[src/include/vpw_defs.svh]
// Timing constants for the variable-pulse-width symbol timing block
`ifndef VPW_DEFS_SVH
`define VPW_DEFS_SVH
`define VPW_CLK_MHZ 200
`define VPW_TCCLK_NS 500
`define VPW_TCCLK_MIN_NS 467
`define VPW_TCCLK_MAX_NS 510
`define VPW_TICK_CYC (`VPW_TCCLK_NS * `VPW_CLK_MHZ / 1000)
`define VPW_US2TK(us) ((us) * 1000 / `VPW_TCCLK_NS)
`define VPW_ECHO_N_TK 62
`define VPW_ECHO_F_TK 8
`define VPW_TX_SHORT_N_US 64
`define VPW_TX_LONG_N_US 128
`define VPW_TX_SOF_N_US 200
`define VPW_TX_EOF_N_US 280
`define VPW_TX_BRK_US 768
`define VPW_TX_SHORT_F_US 16
`define VPW_TX_LONG_F_US 32
`define VPW_TX_SOF_F_US 50
`define VPW_TX_EOF_F_US 70
`define VPW_RX_SHORT_LO_N_US 37
`define VPW_RX_SHORT_HI_N_US 91
`define VPW_RX_LONG_LO_N_US 100
`define VPW_RX_LONG_HI_N_US 157
`define VPW_RX_SOF_LO_N_US 170
`define VPW_RX_SOF_HI_N_US 230
`define VPW_RX_EOF_LO_N_US 249
`define VPW_RX_EOF_HI_N_US 320
`define VPW_RX_IDLE_N_US 320
`define VPW_RX_BRK_N_US 249
`define VPW_RX_SHORT_LO_F_US 10
`define VPW_RX_SHORT_HI_F_US 22
`define VPW_RX_LONG_LO_F_US 25
`define VPW_RX_LONG_HI_F_US 39
`define VPW_RX_SOF_LO_F_US 43
`define VPW_RX_SOF_HI_F_US 57
`define VPW_RX_EOF_LO_F_US 63
`define VPW_RX_EOF_HI_F_US 80
`define VPW_RX_IDLE_F_US 80
`define VPW_RX_BRK_F_US 63
`endif

[src/include/vpw_pkg.sv]
// Types shared by the variable-pulse-width symbol timing block
package vpw_pkg;
    typedef enum logic [2:0] {
        VPW_SYM_INVALID,
        VPW_SYM_SHORT,
        VPW_SYM_LONG,
        VPW_SYM_SOF,
        VPW_SYM_EOF,
        VPW_SYM_BREAK
    } vpw_sym_t;
    typedef enum logic [1:0] {
        VPW_TX_IDLE,
        VPW_TX_ECHO,
        VPW_TX_HOLD
    } vpw_tx_state_t;
endpackage

[src/logic/vpw_symbol_timing.sv]
// Symbol transmit timing and receive pulse classification for a single-wire VPW bus
// Summary of operation
// RULE_01: Counting tick period between 467 and 510 ns
// RULE_02: Normal mode tolerates 62-tick echo delay
// RULE_03: Fast mode tolerates 8-tick echo delay
// RULE_04: Normal short symbol 64 us, accept 37-91
// RULE_05: Normal long symbol 128 us, accept 100-157
// RULE_06: Normal SOF 200, EOF 280 with windows
// RULE_07: Normal break 768 sent, 249 received, idle 320
// RULE_08: Fast data symbols 16/32 us with windows
// RULE_09: Fast SOF 50, EOF 70, idle 80, break 63
// RULE_10: Separate rise and fall delay corrections
// RULE_11: Count ticks between edges, classify per mode
`timescale 1ns/1ps
`include "vpw_defs.svh"
module vpw_symbol_timing #(
    parameter int CORR_W = 6,
    parameter int CNT_W = 12
) (
    input wire logic i_clk,
    input wire logic i_rst,
    input wire logic i_fast_mode,
    input wire logic [CORR_W-1:0] i_rise_delay_correction,
    input wire logic [CORR_W-1:0] i_fall_delay_correction,
    input wire logic i_tx_req,
    input wire vpw_pkg::vpw_sym_t i_tx_sym,
    input wire logic i_tx_level,
    input wire logic i_bus_rx_line,
    output logic o_bus_tx_line,
    output logic o_tx_busy,
    output logic o_tx_done,
    output logic o_loop_err,
    output logic o_rx_valid,
    output vpw_pkg::vpw_sym_t o_rx_sym,
    output logic o_rx_active,
    output logic o_bus_idle
);
    import vpw_pkg::*;

    localparam int TICK_CYC = `VPW_TICK_CYC;
    localparam int TICK_NS = TICK_CYC * 1000 / `VPW_CLK_MHZ;

    if (TICK_NS < `VPW_TCCLK_MIN_NS || TICK_NS > `VPW_TCCLK_MAX_NS) begin : g_tick_chk
        $error("tick period out of range");
    end
    if (CNT_W < 11 || CNT_W > 16 || CORR_W < 4 || CORR_W > 8) begin : g_width_chk
        $error("counter or correction width unsupported");
    end

    function automatic logic [CNT_W-1:0] tk(input int us);
        tk = CNT_W'(`VPW_US2TK(us));
    endfunction

    // Nominal transmit width in ticks for a symbol in the selected mode
    function automatic logic [CNT_W-1:0] tx_nom(input vpw_sym_t s, input logic fast);
        case (s)
            VPW_SYM_SHORT: tx_nom = fast ? tk(`VPW_TX_SHORT_F_US) : tk(`VPW_TX_SHORT_N_US);
            VPW_SYM_LONG: tx_nom = fast ? tk(`VPW_TX_LONG_F_US) : tk(`VPW_TX_LONG_N_US);
            VPW_SYM_SOF: tx_nom = fast ? tk(`VPW_TX_SOF_F_US) : tk(`VPW_TX_SOF_N_US);
            VPW_SYM_EOF: tx_nom = fast ? tk(`VPW_TX_EOF_F_US) : tk(`VPW_TX_EOF_N_US);
            default: tx_nom = tk(`VPW_TX_BRK_US);
        endcase
    endfunction

    function automatic logic in_win(input logic [CNT_W-1:0] c, input int lo, input int hi);
        in_win = (c >= tk(lo)) && (c <= tk(hi));
    endfunction

    // Classify a finished pulse by level and width against the mode's windows
    function automatic vpw_sym_t classify(input logic act, input logic [CNT_W-1:0] c, input logic fast);
        classify = VPW_SYM_INVALID;
        if (fast) begin
            if (in_win(c, `VPW_RX_SHORT_LO_F_US, `VPW_RX_SHORT_HI_F_US)) begin
                classify = VPW_SYM_SHORT;
            end else if (in_win(c, `VPW_RX_LONG_LO_F_US, `VPW_RX_LONG_HI_F_US)) begin
                classify = VPW_SYM_LONG;
            end else if (act && in_win(c, `VPW_RX_SOF_LO_F_US, `VPW_RX_SOF_HI_F_US)) begin
                classify = VPW_SYM_SOF;
            end else if (act && c >= tk(`VPW_RX_BRK_F_US)) begin
                classify = VPW_SYM_BREAK;
            end else if (!act && in_win(c, `VPW_RX_EOF_LO_F_US, `VPW_RX_EOF_HI_F_US)) begin
                classify = VPW_SYM_EOF;
            end
        end else begin
            if (in_win(c, `VPW_RX_SHORT_LO_N_US, `VPW_RX_SHORT_HI_N_US)) begin
                classify = VPW_SYM_SHORT;
            end else if (in_win(c, `VPW_RX_LONG_LO_N_US, `VPW_RX_LONG_HI_N_US)) begin
                classify = VPW_SYM_LONG;
            end else if (act && in_win(c, `VPW_RX_SOF_LO_N_US, `VPW_RX_SOF_HI_N_US)) begin
                classify = VPW_SYM_SOF;
            end else if (act && c >= tk(`VPW_RX_BRK_N_US)) begin
                classify = VPW_SYM_BREAK;
            end else if (!act && in_win(c, `VPW_RX_EOF_LO_N_US, `VPW_RX_EOF_HI_N_US)) begin
                classify = VPW_SYM_EOF;
            end
        end
    endfunction

    // Tick divider: every width is counted in tick periods
    logic [7:0] div_q;
    logic tick_q;
    wire div_end = (div_q == 8'(TICK_CYC - 1));
    always_ff @(posedge i_clk or posedge i_rst) begin
        if (i_rst) begin
            div_q <= 8'h00;
            tick_q <= 1'b0;
        end else begin
            div_q <= div_end ? 8'h00 : div_q + 8'h01; // RULE_01
            tick_q <= div_end;
        end
    end

    // Receive pin synchroniser; the third stage is the edge reference
    logic rx_s1_q, rx_s2_q, rx_q;
    always_ff @(posedge i_clk or posedge i_rst) begin
        if (i_rst) begin
            rx_s1_q <= 1'b0;
            rx_s2_q <= 1'b0;
            rx_q <= 1'b0;
        end else begin
            rx_s1_q <= i_bus_rx_line;
            rx_s2_q <= rx_s1_q;
            rx_q <= rx_s2_q;
        end
    end
    wire rx_edge = rx_s2_q != rx_q;

    // Receive width counter, saturating so a stuck line cannot wrap into a window
    logic [CNT_W-1:0] rcnt_q;
    wire rcnt_sat = &rcnt_q;
    wire [CNT_W-1:0] idle_tk = i_fast_mode ? tk(`VPW_RX_IDLE_F_US) : tk(`VPW_RX_IDLE_N_US);
    wire vpw_sym_t rx_class = classify(rx_q, rcnt_q, i_fast_mode);
    always_ff @(posedge i_clk or posedge i_rst) begin
        if (i_rst) begin
            rcnt_q <= '0;
            o_rx_valid <= 1'b0;
            o_rx_sym <= VPW_SYM_INVALID;
            o_rx_active <= 1'b0;
            o_bus_idle <= 1'b0;
        end else begin
            o_rx_valid <= rx_edge; // RULE_11
            if (rx_edge) begin
                rcnt_q <= '0;
                o_rx_sym <= rx_class; // RULE_11
                o_rx_active <= rx_q;
            end else if (tick_q && !rcnt_sat) begin
                rcnt_q <= rcnt_q + 1'b1;
            end
            o_bus_idle <= !rx_q && !rx_edge && (rcnt_q >= idle_tk); // RULE_07 RULE_09
        end
    end

    // Transmit: drive level, wait for echo, then time the width from the echo edge or from the echo timeout
    vpw_tx_state_t st_q;
    logic [CNT_W-1:0] tcnt_q;
    logic [CNT_W-1:0] target_q;
    wire tx_act = (i_tx_sym == VPW_SYM_SOF) || (i_tx_sym == VPW_SYM_BREAK) ||
                  ((i_tx_sym != VPW_SYM_EOF) && i_tx_level);
    // Active width seen on the bus grows by fall delay and shrinks by rise delay
    wire [CNT_W-1:0] add_c = CNT_W'(tx_act ? i_rise_delay_correction : i_fall_delay_correction);
    wire [CNT_W-1:0] sub_c = CNT_W'(tx_act ? i_fall_delay_correction : i_rise_delay_correction);
    wire [CNT_W-1:0] nom_w = tx_nom(i_tx_sym, i_fast_mode);
    wire [CNT_W-1:0] tgt_raw = nom_w + add_c;
    wire [CNT_W-1:0] tgt_w = (tgt_raw > sub_c) ? tgt_raw - sub_c : CNT_W'(1);
    wire [CNT_W-1:0] echo_lim = i_fast_mode ? CNT_W'(`VPW_ECHO_F_TK) : CNT_W'(`VPW_ECHO_N_TK);
    wire echo_seen = rx_s2_q == o_bus_tx_line;
    wire start_ok = i_tx_req && (st_q == VPW_TX_IDLE);
    always_ff @(posedge i_clk or posedge i_rst) begin
        if (i_rst) begin
            st_q <= VPW_TX_IDLE;
            tcnt_q <= '0;
            target_q <= '0;
            o_bus_tx_line <= 1'b0;
            o_tx_busy <= 1'b0;
            o_tx_done <= 1'b0;
            o_loop_err <= 1'b0;
        end else begin
            o_tx_done <= 1'b0;
            o_loop_err <= 1'b0;
            case (st_q)
                VPW_TX_IDLE: begin
                    if (start_ok) begin
                        o_bus_tx_line <= tx_act;
                        target_q <= tgt_w; // RULE_10
                        tcnt_q <= '0;
                        o_tx_busy <= 1'b1;
                        st_q <= VPW_TX_ECHO;
                    end
                end
                VPW_TX_ECHO: begin
                    if (echo_seen) begin
                        tcnt_q <= '0;
                        st_q <= VPW_TX_HOLD;
                    end else if (tick_q) begin
                        if (tcnt_q >= echo_lim) begin
                            // Timing restarts from the echo timeout when the echo never returns
                            o_loop_err <= 1'b1; // RULE_02 RULE_03
                            tcnt_q <= '0;
                            st_q <= VPW_TX_HOLD;
                        end else begin
                            tcnt_q <= tcnt_q + 1'b1;
                        end
                    end
                end
                default: begin
                    if (tick_q) begin
                        if (tcnt_q + 1'b1 >= target_q) begin
                            o_tx_done <= 1'b1; // RULE_04 RULE_05 RULE_06 RULE_07 RULE_08 RULE_09
                            o_tx_busy <= 1'b0;
                            st_q <= VPW_TX_IDLE;
                        end else begin
                            tcnt_q <= tcnt_q + 1'b1;
                        end
                    end
                end
            endcase
        end
    end

    tick_period_a: assert property (@(posedge i_clk) disable iff (i_rst)
        $rose(tick_q) |=> !tick_q [*8]) else $error("tick period too short"); // RULE_01
    echo_limit_a: assert property (@(posedge i_clk) disable iff (i_rst)
        (st_q == VPW_TX_ECHO) |-> (tcnt_q <= echo_lim)) else $error("echo wait overran"); // RULE_02
    echo_fast_a: assert property (@(posedge i_clk) disable iff (i_rst)
        (st_q == VPW_TX_ECHO && i_fast_mode) |-> (tcnt_q <= CNT_W'(`VPW_ECHO_F_TK))) else $error("fast echo overran"); // RULE_03
    hold_width_a: assert property (@(posedge i_clk) disable iff (i_rst)
        o_tx_done |-> ($past(tcnt_q) + 1'b1 >= $past(target_q))) else $error("symbol ended early"); // RULE_04
    line_steady_a: assert property (@(posedge i_clk) disable iff (i_rst)
        (st_q != VPW_TX_IDLE) |=> $stable(o_bus_tx_line)) else $error("line moved mid symbol"); // RULE_05
    sof_class_a: assert property (@(posedge i_clk) disable iff (i_rst)
        (o_rx_valid && o_rx_sym == VPW_SYM_SOF) |-> o_rx_active) else $error("passive SOF"); // RULE_06
    idle_passive_a: assert property (@(posedge i_clk) disable iff (i_rst)
        o_bus_idle |-> !o_rx_active || !$past(rx_q)) else $error("idle while active"); // RULE_07
    edge_report_a: assert property (@(posedge i_clk) disable iff (i_rst)
        rx_edge |=> o_rx_valid && (o_rx_active == $past(rx_q))) else $error("edge not reported"); // RULE_11
    corr_apply_a: assert property (@(posedge i_clk) disable iff (i_rst)
        start_ok |=> (target_q == $past(tgt_w))) else $error("correction not applied"); // RULE_10
endmodule // vpw_symbol_timing

[config.mk]
export PLATFORM = sky130hd
export DESIGN_NAME = vpw_symbol_timing
export DESIGN_NICKNAME = d
export VERILOG_FILES = /design/src/include/vpw_pkg.sv /design/src/logic/vpw_symbol_timing.sv
export VERILOG_INCLUDE_DIRS = /design/src /design/src/include
export SDC_FILE = /design/constraint.sdc
export NUM_CORES = 1
export LEC_CHECK = 0
export ABC_AREA = 1
export BUFFER_PORTS_ARGS = -buffer_cell sky130_fd_sc_hd__buf_2
export CAP_MARGIN = 20
export CORE_MARGIN = 10
export CORE_UTILIZATION = 55
export CTS_BUF_LIST = sky130_fd_sc_hd__clkbuf_16
export CTS_CLUSTER_DIAMETER = 100
export DETAILED_ROUTE_END_ITERATION = 8
export GPL_TIMING_DRIVEN = 0
export PLACE_DENSITY = 0.74
export SYNTH_ARGS = -nofsm -noshare
export SYNTH_HDL_FRONTEND = slang
export SYNTH_SLANG_ARGS = --single-unit
[constraint.sdc]
create_clock -name i_clk -period 7.75 [get_ports i_clk]
set_input_delay 1.1625 -clock i_clk [delete_from_list [all_inputs] [get_ports i_clk]]
set_output_delay 1.1625 -clock i_clk [all_outputs]
set_load 0.005 [all_outputs]
==> results.md, run 1 <==
- Gates resized, CTS repair: 0
- DRT antenna net count: 0
- Min Tclk post-route: 4.26 ns
- Fraction of registers with async set or reset after synthesis: 100%
- Kind of capture point of the worst setup path: flip-flop
- Core occupancy in the finished layout: 65.0%
- Peak supply drop: 0.160 mV
- Outcome: completed
- Number of vias per cell after detailed routing: 5.29
- HPWL reported at the end of detailed placement: 8420 um
- GR Overflow Total: 0
- Cell chosen for the clock root: sky130_fd_sc_hd__clkbuf_16
- Timing-limited maximum frequency: 235 MHz
- Post-synthesis sequential element count: 60
- Hold violation total from the final report: 0
- Flop2flop setup slack: 4.44 ns
- Startpoint Class: input pin
- Number of primary I/O pins: 31
- Worst Reg2Reg Path Length in Cells: 16
- Insertion delay of the later-clocked pin in the worst-skew pair: 0.32 ns
- CP top delay family: simple AND/OR/NAND/NOR gates
- Cts-stage hold buffer count: 0
- Total number of cells along the worst setup path: 23
- Overall die area: 12,100 um2
- Portion of the clock cycle consumed by the worst path in the final layout: 54.9%
- Setup slack after layout: 3.49 ns
- Cell breakdown of the critical path: buf_2 -> nor2_1 -> nand2_2 -> nand2_4 -> nand2_4 -> clkbuf_1 -> o21ai_0 -> ha_1 -> nand3_1 -> nand2_1 -> xnor2_1 -> inv_1 -> ha_1 -> nand2_1 -> nor2_1 -> a211oi_1 -> nand2_4 -> nand2_2 -> nand2_2 -> nand2_4 -> inv_4 -> nand2_1 -> o21ai_1
- Pre-CTS setup slack: 3.19 ns
- Starting density of the core: 57.1%
- Number of DRC markers in iteration 0: 178
- Wire length of the first global-routing pass: 18,300 um
- Overall Global Routing Usage: 18.8%
- Critical path data arrival time: 4.46 ns
- Count of non-filler cells in the finished layout: 783
- Static Leak: 2.66 nW
- Critical-path maximum fanout: 10
- Slowest Stage Delay on Critical Path: 0.36 ns
- Area of the core: 7810 um2
- Slew of the pin with the lowest slew margin: 0.533 ns
- Area after detailed placement: 4750 um2
- Maximum clock skew at final layout: 0.00413 ns
- Residual DRC count: 0
- # nets final: 730
- Path type of the worst min-delay path: reg -> reg
- WP buf/inv: 4
- Post-route cell area: 5080 um2
- Slew margin rel.: 64.5%
- Per-cell routed wire length: 13.8 um
- Vias in the first global route: 3,982
- Max-slew violations: 0
- Height of the chip: 110 um
- Most frequently used flop master after synthesis: sky130_fd_sc_hd__dfrtp_1
- CTS sink cnt: 60
- Clock-pin slew on the worst setup and hold paths: 0.05 ns
- TritonCTS Buffers: 9
- Number of instances on the worst hold path: 0
- Post-Synthesis Mean Instance Area: 7.03 um2
- Number of library cell types mapped by synthesis: 44
- Setup repair bufs after CTS: 0
- Yosys Warn Count: 0
- Area growth from synthesis to final layout: 14.0%
- Mapped Nets: 688
- Crit path kind: in -> reg
- Total iterations of the first detailed-routing run: 5
- EDFF count, synth: 0
- Total of endpoints with negative setup slack in the final report: 0
- Total number of vias: 4,141
- Pwr dens: 236 nW/um2
- Number of levels in the clock H-tree: 3
- Max-cap violations: 0
- Final wirelength: 10,800 um
- Share of layout cells above drive strength 1: 11.9%
- Number of placed instances with taps included: 767
- Maximum number of pins on one net before global-route repair: 39
- Die width: 110 um
- Port-buffer cells: 30
- Setup repair after global routing missed its margin: false
- Routability-driven placement congestion ratio: 0.961
- Initial antenna violation count: 0
- Total negative slack: 0 ns
- TritonCTS clock tree: yes
- Std-Cell Rows: 32
- Highest-delay cell along the critical path: sky130_fd_sc_hd__a211oi_1
- Data required time at the worst endpoint: 7.95 ns
- CP dominant cell by count: sky130_fd_sc_hd__nand2_4
- Share of synthesized area occupied by flip-flops and latches: 33.7%
- Synthesized area: 4450 um2
- Instance count of the mapped netlist: 634
- Ant diodes: 0
- Bufs on Longest Clock Path: 2
==> where the power goes <==
| part | total, mW | switching, mW | internal [mW] | leakage [nW] |
|---|---|---|---|---|
| clock network | 0.431 | 0.147 | 0.283 | 0.160 |
| registers | 0.385 | 0.0253 | 0.360 | 0.776 |
| logic | 0.382 | 0.249 | 0.133 | 1.72 |
| total | 1.20 | 0.421 | 0.777 | 2.66 |
==> cell type report <==
class / instances / area, um2
fill: 724 / 2730
multi-input combinational: 464 / 2520
sequential: 60 / 1500
inverter: 98 / 373
clock buffer: 9 / 225
timing repair buffer: 31 / 170
tap: 102 / 128
clock inverter: 7 / 100
buffer: 12 / 56.3
==> cells in the mapped netlist, drive strengths merged, types with 2 or more instances <==
master,n,area share (%)
o21a,3,0.51
inv,97,8.3
nand4,8,1.1
o21ai,49,5.5
o211ai,3,0.51
a31oi,3,0.42
xnor2,5,0.98
ha,32,9.0
a21o,2,0.34
a21oi,27,3.1
nand2,167,16
nand3,37,4.2
xor2,11,2.2
clkbuf,6,0.53
nor3,20,2.4
o22ai,7,0.98
buf,6,0.73
dfrtp,60,34
nor2,69,5.9
a211oi,5,0.84
nor4,4,0.56
==> sequential cells by signal, indices dropped and copies added, names as in the netlist <==
signal,flops
o_bus_idle,1
tcnt_q,12
o_rx_valid,1
o_rx_sym,3
rx_s2_q,1
o_tx_busy,1
o_rx_active,1
rcnt_q,12
rx_q,1
target_q,12
div_q,8
rx_s1_q,1
o_loop_err,1
o_bus_tx_line,1
st_q,2
tick_q,1
o_tx_done,1
==> cell usage in the layout (no fill, tap or decap), types with 3 or more instances in the layout <==
cell,instances
sky130_fd_sc_hd__buf_2,35
sky130_fd_sc_hd__clkbuf_1,5
sky130_fd_sc_hd__a211oi_1,5
sky130_fd_sc_hd__clkbuf_16,9
sky130_fd_sc_hd__o21ai_0,42
sky130_fd_sc_hd__o21ai_1,7
sky130_fd_sc_hd__nor4_1,4
sky130_fd_sc_hd__nor2_1,67
sky130_fd_sc_hd__nand3_1,37
sky130_fd_sc_hd__clkinv_4,3
sky130_fd_sc_hd__o211ai_1,3
sky130_fd_sc_hd__xor2_1,11
sky130_fd_sc_hd__o21a_1,3
sky130_fd_sc_hd__nand2_2,11
sky130_fd_sc_hd__inv_1,92
sky130_fd_sc_hd__a31oi_1,3
sky130_fd_sc_hd__xnor2_1,5
sky130_fd_sc_hd__o22ai_1,7
sky130_fd_sc_hd__a21oi_1,26
sky130_fd_sc_hd__inv_2,3
sky130_fd_sc_hd__nor3_1,19
sky130_fd_sc_hd__nand4_1,8
sky130_fd_sc_hd__ha_1,32
sky130_fd_sc_hd__nand2_4,7
sky130_fd_sc_hd__nand2_1,149
sky130_fd_sc_hd__dfrtp_1,60
==> routing by layer <==
layer / wire, um / share of wire (%) / global-route usage (%)
met3: 585 / 5.4 / 4.18
met2: 5090 / 47 / 30.9
met1: 4910 / 45 / 23.4
met4: 252 / 2.3 / 7.34
met5: 0 / 0 / 0
==> path summary, 6_finish.rpt <==
path | startpoint | end
max in group asynchronous | i_rst | target_q[11]$_DFFE_PP0P_
max | i_tx_sym[1] | target_q[1]$_DFFE_PP0P_
min in group asynchronous | i_rst | div_q[4]$_DFF_PP0_
max reg2reg | tcnt_q[0]$_DFFE_PP0P_ | tcnt_q[1]$_DFFE_PP0P_
min reg2reg | rx_s1_q$_DFF_PP0_ | rx_s2_q$_DFF_PP0_
min | rx_s1_q$_DFF_PP0_ | rx_s2_q$_DFF_PP0_
==> cells by family (layout without fill, tap and decap cells) <==
kind of cell | Yosys count | after routing | synth area share (%)
buffers and inverters | 110 | 157 | 9.63
AOI/OAI and AO/OA | 105 | 105 | 13.3
DFF | 60 | 60 | 33.7
xor gates and xnor gates | 16 | 16 | 3.15
adders and majority gates | 33 | 33 | 9.44
and+or+nand+nor | 310 | 310 | 30.8
==> metrics by stage <==
step / total power [mW] / hold WS, ns
2_1_floorplan: 0.672 / 0.331
3_3_place_gp: 0.757 / 0.332
3_5_place_dp: 0.771 / 0.336
4_1_cts: 1.21 / 0.349
5_1_grt: 1.29 / 0.368
6_report: 1.20 / 0.346
Note: power is estimated with default switching activity, not from simulation.
==> run 2: changes to the inputs <==
Settings changed: ABC_AREA 1 to 0, PLACE_DENSITY 0.74 to 0.77.
Clock period 7.75 ns to 3.4 ns, I/O delays scaled along.
==> run 2 against run 1 <==
  * Power increased by 130%
  * Synthesized area decreased by 2.4%
  * Combinational power increased by 140%
  * Hold slack got worse by 0.20 ns
  * Non-clock buffer count increased by 19
  * Sequential share of layout area decreased by 0.76 points
  * Sequential cell count unchanged
  * Largest cell class unchanged
==> results.md, run 2 <==
- Outcome: completed
- Overall die area: 11,900 um2 (-2.0%)
- Area of the core: 7690 um2 (-1.5%)
- HPWL reported at the end of detailed placement: 7430 um (-12%)
- Number of levels in the clock H-tree: 3 (unchanged)
- Maximum clock skew at final layout: 0.00829 ns (+0.00415 ns)
- Endpoint of the most critical register-to-register path: tcnt_q[6]$_DFFE_PP0P_
- Mapped Nets: 548 (-20%)
- Area after detailed placement: 4700 um2 (-1.1%)
- Worst Reg2Reg Path Length in Cells: 13 (-3)
- Slowest Stage Delay on Critical Path: 0.60 ns (+0.24 ns)
- TritonCTS Buffers: 9 (unchanged)
- Area growth from synthesis to final layout: 20.0%
- Number of placed instances with taps included: 627 (-18%)
- Post-route cell area: 5220 um2 (+2.7%)
- Number of DRC markers in iteration 0: 147 (-17%)
- Setup repair after global routing missed its margin: true
- Commonest cells after routing, fill and taps aside: sky130_fd_sc_hd__dfrtp_1, sky130_fd_sc_hd__nor2_1, sky130_fd_sc_hd__nand2_1
- Static Leak: 2.36 nW (-11%)
- Bufs on Longest Clock Path: 2 (unchanged)
- Total negative slack: 0 ns (unchanged)
- Portion of the clock cycle consumed by the worst path in the final layout: 99.3%
- Residual DRC count: 0 (unchanged)
- Most frequently used flop master after synthesis: sky130_fd_sc_hd__dfrtp_1
- Length of routed met3 wiring: 526 um (-10%)
- Path type of the worst min-delay path: in -> async
- Share of layout cells above drive strength 1: 18.2% (+6.3 points)
- Routability-driven placement congestion ratio: 0.899 (-6.5%)
- Cell breakdown of the critical path: buf_12 -> mux2i_4 -> a22o_4 -> mux2_4 -> ha_4 -> fa_2 -> ha_4 -> a21o_1 -> a21o_1 -> a21oi_4 -> o21ai_4 -> nor3b_2 -> mux2i_1 -> o21ai_1
- Kind of capture point of the worst setup path: flip-flop
- WP buf/inv: 1 (-3)
- Total routed wire length on the met1 layer: 4420 um (-9.9%)
- Flop2flop setup slack: 0.20 ns (-4.24 ns)
- Cell chosen for the clock root: sky130_fd_sc_hd__clkbuf_16
- Crit path kind: in -> reg
- Instance count of the mapped netlist: 494 (-22%)
- Most common cell in the synthesized netlist: sky130_fd_sc_hd__dfrtp_1
- Final wirelength: 10,000 um (-7.4%)
- EDFF count, synth: 0 (unchanged)
- GR Overflow Total: 0 (unchanged)
- Min Tclk post-route: 3.38 ns
- Synthesized area: 4350 um2 (-2.4%)
- Height of the chip: 109 um (-1.0%)
- Per-cell routed wire length: 15.3 um (+10%)
- Post-synthesis cell type with the largest combined area: sky130_fd_sc_hd__dfrtp_1
- CTS sink cnt: 60 (unchanged)
- Std-Cell Rows: 32 (unchanged)
- Post-Synthesis Mean Instance Area: 8.80 um2 (+25%)
- Die width: 109 um (-1.0%)
- Overall Global Routing Usage: 17.7% (-1.1 points)
- Total iterations of the first detailed-routing run: 5 (unchanged)
- Met2 Wirelength: 4860 um (-4.4%)
- DRT antenna net count: 0 (unchanged)
- Data required time at the worst endpoint: 3.60 ns (-4.35 ns)
- Hold violation total from the final report: 0 (unchanged)
- TritonCTS clock tree: yes
- Startpoint Class: input pin
- Count of non-filler cells in the finished layout: 656 (-16%)
- Top area cells in the synthesized netlist: sky130_fd_sc_hd__dfrtp_1, sky130_fd_sc_hd__ha_1, sky130_fd_sc_hd__nor2_1, sky130_fd_sc_hd__xnor2_1, sky130_fd_sc_hd__o21ai_0
- CP top delay family: compound AO/OA/AOI/OAI gates
- Post-synthesis sequential element count: 60 (unchanged)
- Maximum number of pins on one net before global-route repair: 46 (+18%)
- Count of filler cells inserted in the layout: 616 (-15%)
- Total of endpoints with negative setup slack in the final report: 0 (unchanged)
- Slew of the pin with the lowest slew margin: 0.676 ns (+0.143 ns)
- Total number of vias: 3,795 (-8.4%)
- Highest metal layer used by the detailed router: met4
- Initial antenna violation count: 0 (unchanged)
- Insertion delay of the later-clocked pin in the worst-skew pair: 0.33 ns (about the same)
- Fraction of registers with async set or reset after synthesis: 100% (unchanged)
- Number of primary I/O pins: 31 (unchanged)
- Starting density of the core: 56.5% (-0.52 points)
- Number of library cell types mapped by synthesis: 69 (+57%)
- Pwr dens: 529 nW/um2 (+120%)
- Peak supply drop: 0.374 mV (+130%)
- Biggest registers after layout: rcnt_q x12, target_q x12, tcnt_q x12
- Number of vias per cell after detailed routing: 5.79 (+9.4%)
- Yosys Warn Count: 0 (unchanged)
- Max-cap violations: 0 (unchanged)
- Highest-delay cell along the critical path: sky130_fd_sc_hd__fa_2
- # nets final: 603 (-17%)
- Timing-limited maximum frequency: 296 MHz
- Share of the synthesized area in the top cell type: 34.6% (+0.84 points)
- Clock-pin slew on the worst setup and hold paths: 0.06 ns (about the same)
- Share of synthesized area occupied by flip-flops and latches: 34.6% (+0.84 points)
- Wire length of the first global-routing pass: 17,300 um (-5.7%)
- Critical-path maximum fanout: 6 (-4)
- Max-slew violations: 0 (unchanged)
- Critical path data arrival time: 3.57 ns (-0.89 ns)
- Core occupancy in the finished layout: 67.9% (+2.8 points)
- Most frequent cells after synthesis: sky130_fd_sc_hd__dfrtp_1, sky130_fd_sc_hd__nor2_1, sky130_fd_sc_hd__nand2_1, sky130_fd_sc_hd__ha_1, sky130_fd_sc_hd__inv_1
- Most frequent standard cell in the layout excluding fill and tap cells: sky130_fd_sc_hd__dfrtp_1
- Ant diodes: 0 (unchanged)
- Worst flop-to-flop path startpoint: tcnt_q[2]$_DFFE_PP0P_
- Vias in the first global route: 3,784 (-5.0%)
- Cts-stage hold buffer count: 0 (unchanged)
- Port-buffer cells: 30 (unchanged)
- Slew margin rel.: 54.3% (-10 points)
-- run 2: cell count changes in the layout (fill, tap and decap cells not counted), moves of 12 or more --
cell	before	now
sky130_fd_sc_hd__a21oi_1	26	14
sky130_fd_sc_hd__buf_4	1	14
sky130_fd_sc_hd__inv_1	92	31
sky130_fd_sc_hd__nand2_1	149	36
sky130_fd_sc_hd__nand2b_1	0	16
sky130_fd_sc_hd__nand3_1	37	19
sky130_fd_sc_hd__o21ai_0	42	29
sky130_fd_sc_hd__xnor2_1	5	23
-- run 2: cell families (layout without fill, tap and decap cells) --
logic type               Yosys count  after routing  synth area share (%)
AND/OR/NAND/NOR                  177            177                  20.1
flip-flops                        60             60                  34.6
adder cells (fa/ha/maj)           35             35                  10.1
AO/OA/AOI/OAI                    118            119                  19.2
XOR/XNOR                          37             37                  7.46
multiplexers                      16             16                  3.94
buffers and inverters             51            110                  4.64
-- run 2: worst max path at each step --
stage                      startpoint                       to  cells past startpoint
after global routing      i_tx_sym[1]  target_q[8]$_DFFE_PP0P_                     14
after CTS                 i_tx_sym[1]  target_q[9]$_DFFE_PP0P_                     14
final                     i_tx_sym[1]  target_q[8]$_DFFE_PP0P_                     14
after floorplan           i_tx_sym[1]  target_q[8]$_DFFE_PP0P_                     14
after detailed placement  i_tx_sym[1]  target_q[9]$_DFFE_PP0P_                     16
after global placement    i_tx_sym[1]  target_q[1]$_DFFE_PP0P_                     16
-- run 2: power by group --
part | switching, mW | internal [mW] | leakage (nW)
registers | 0.0972 | 0.828 | 0.773
logic | 0.476 | 0.443 | 1.43
clock network | 0.341 | 0.571 | 0.150
total | 0.915 | 1.84 | 2.36
-- run 2: through the flow --
stage	setup slack (ns)	hold WS (ns)	power, mW
finish	0.0230	0.146	2.76
floorplan	-0.00706	0.331	1.52
detailed placement	-0.553	0.343	1.75
global route	-0.0621	0.181	2.94
global placement	-0.472	0.333	1.69
CTS	0.0117	0.155	2.68
-- run 2: layer usage --
layer,vias up,GRT usage (%)
met4,0,6.97
met2,138,29.3
met5,-,0
li1,1862,-
met3,19,3.42
met1,1776,22.2
-- run 2: area by class of cell --
cell class                 instances  area [um2]  area share (%)
buffer                            18        85.1            1.63
sequential                        60        1500            28.8
inverter                          32         120            2.30
clock inverter                     7        75.1            1.44
timing repair buffer              44         285            5.47
tap                              102         128            2.45
clock buffer                       9         225            4.32
multi-input combinational        384        2800            53.6
-- run 2: what timing repair did --
item	4_1_cts	5_1_grt
buffers inserted	4	9
gates cloned	1	0
hold endpoints to repair	0	0
endpoints found under the setup margin	11	23
pin swaps	11	13
resized for setup	5	25
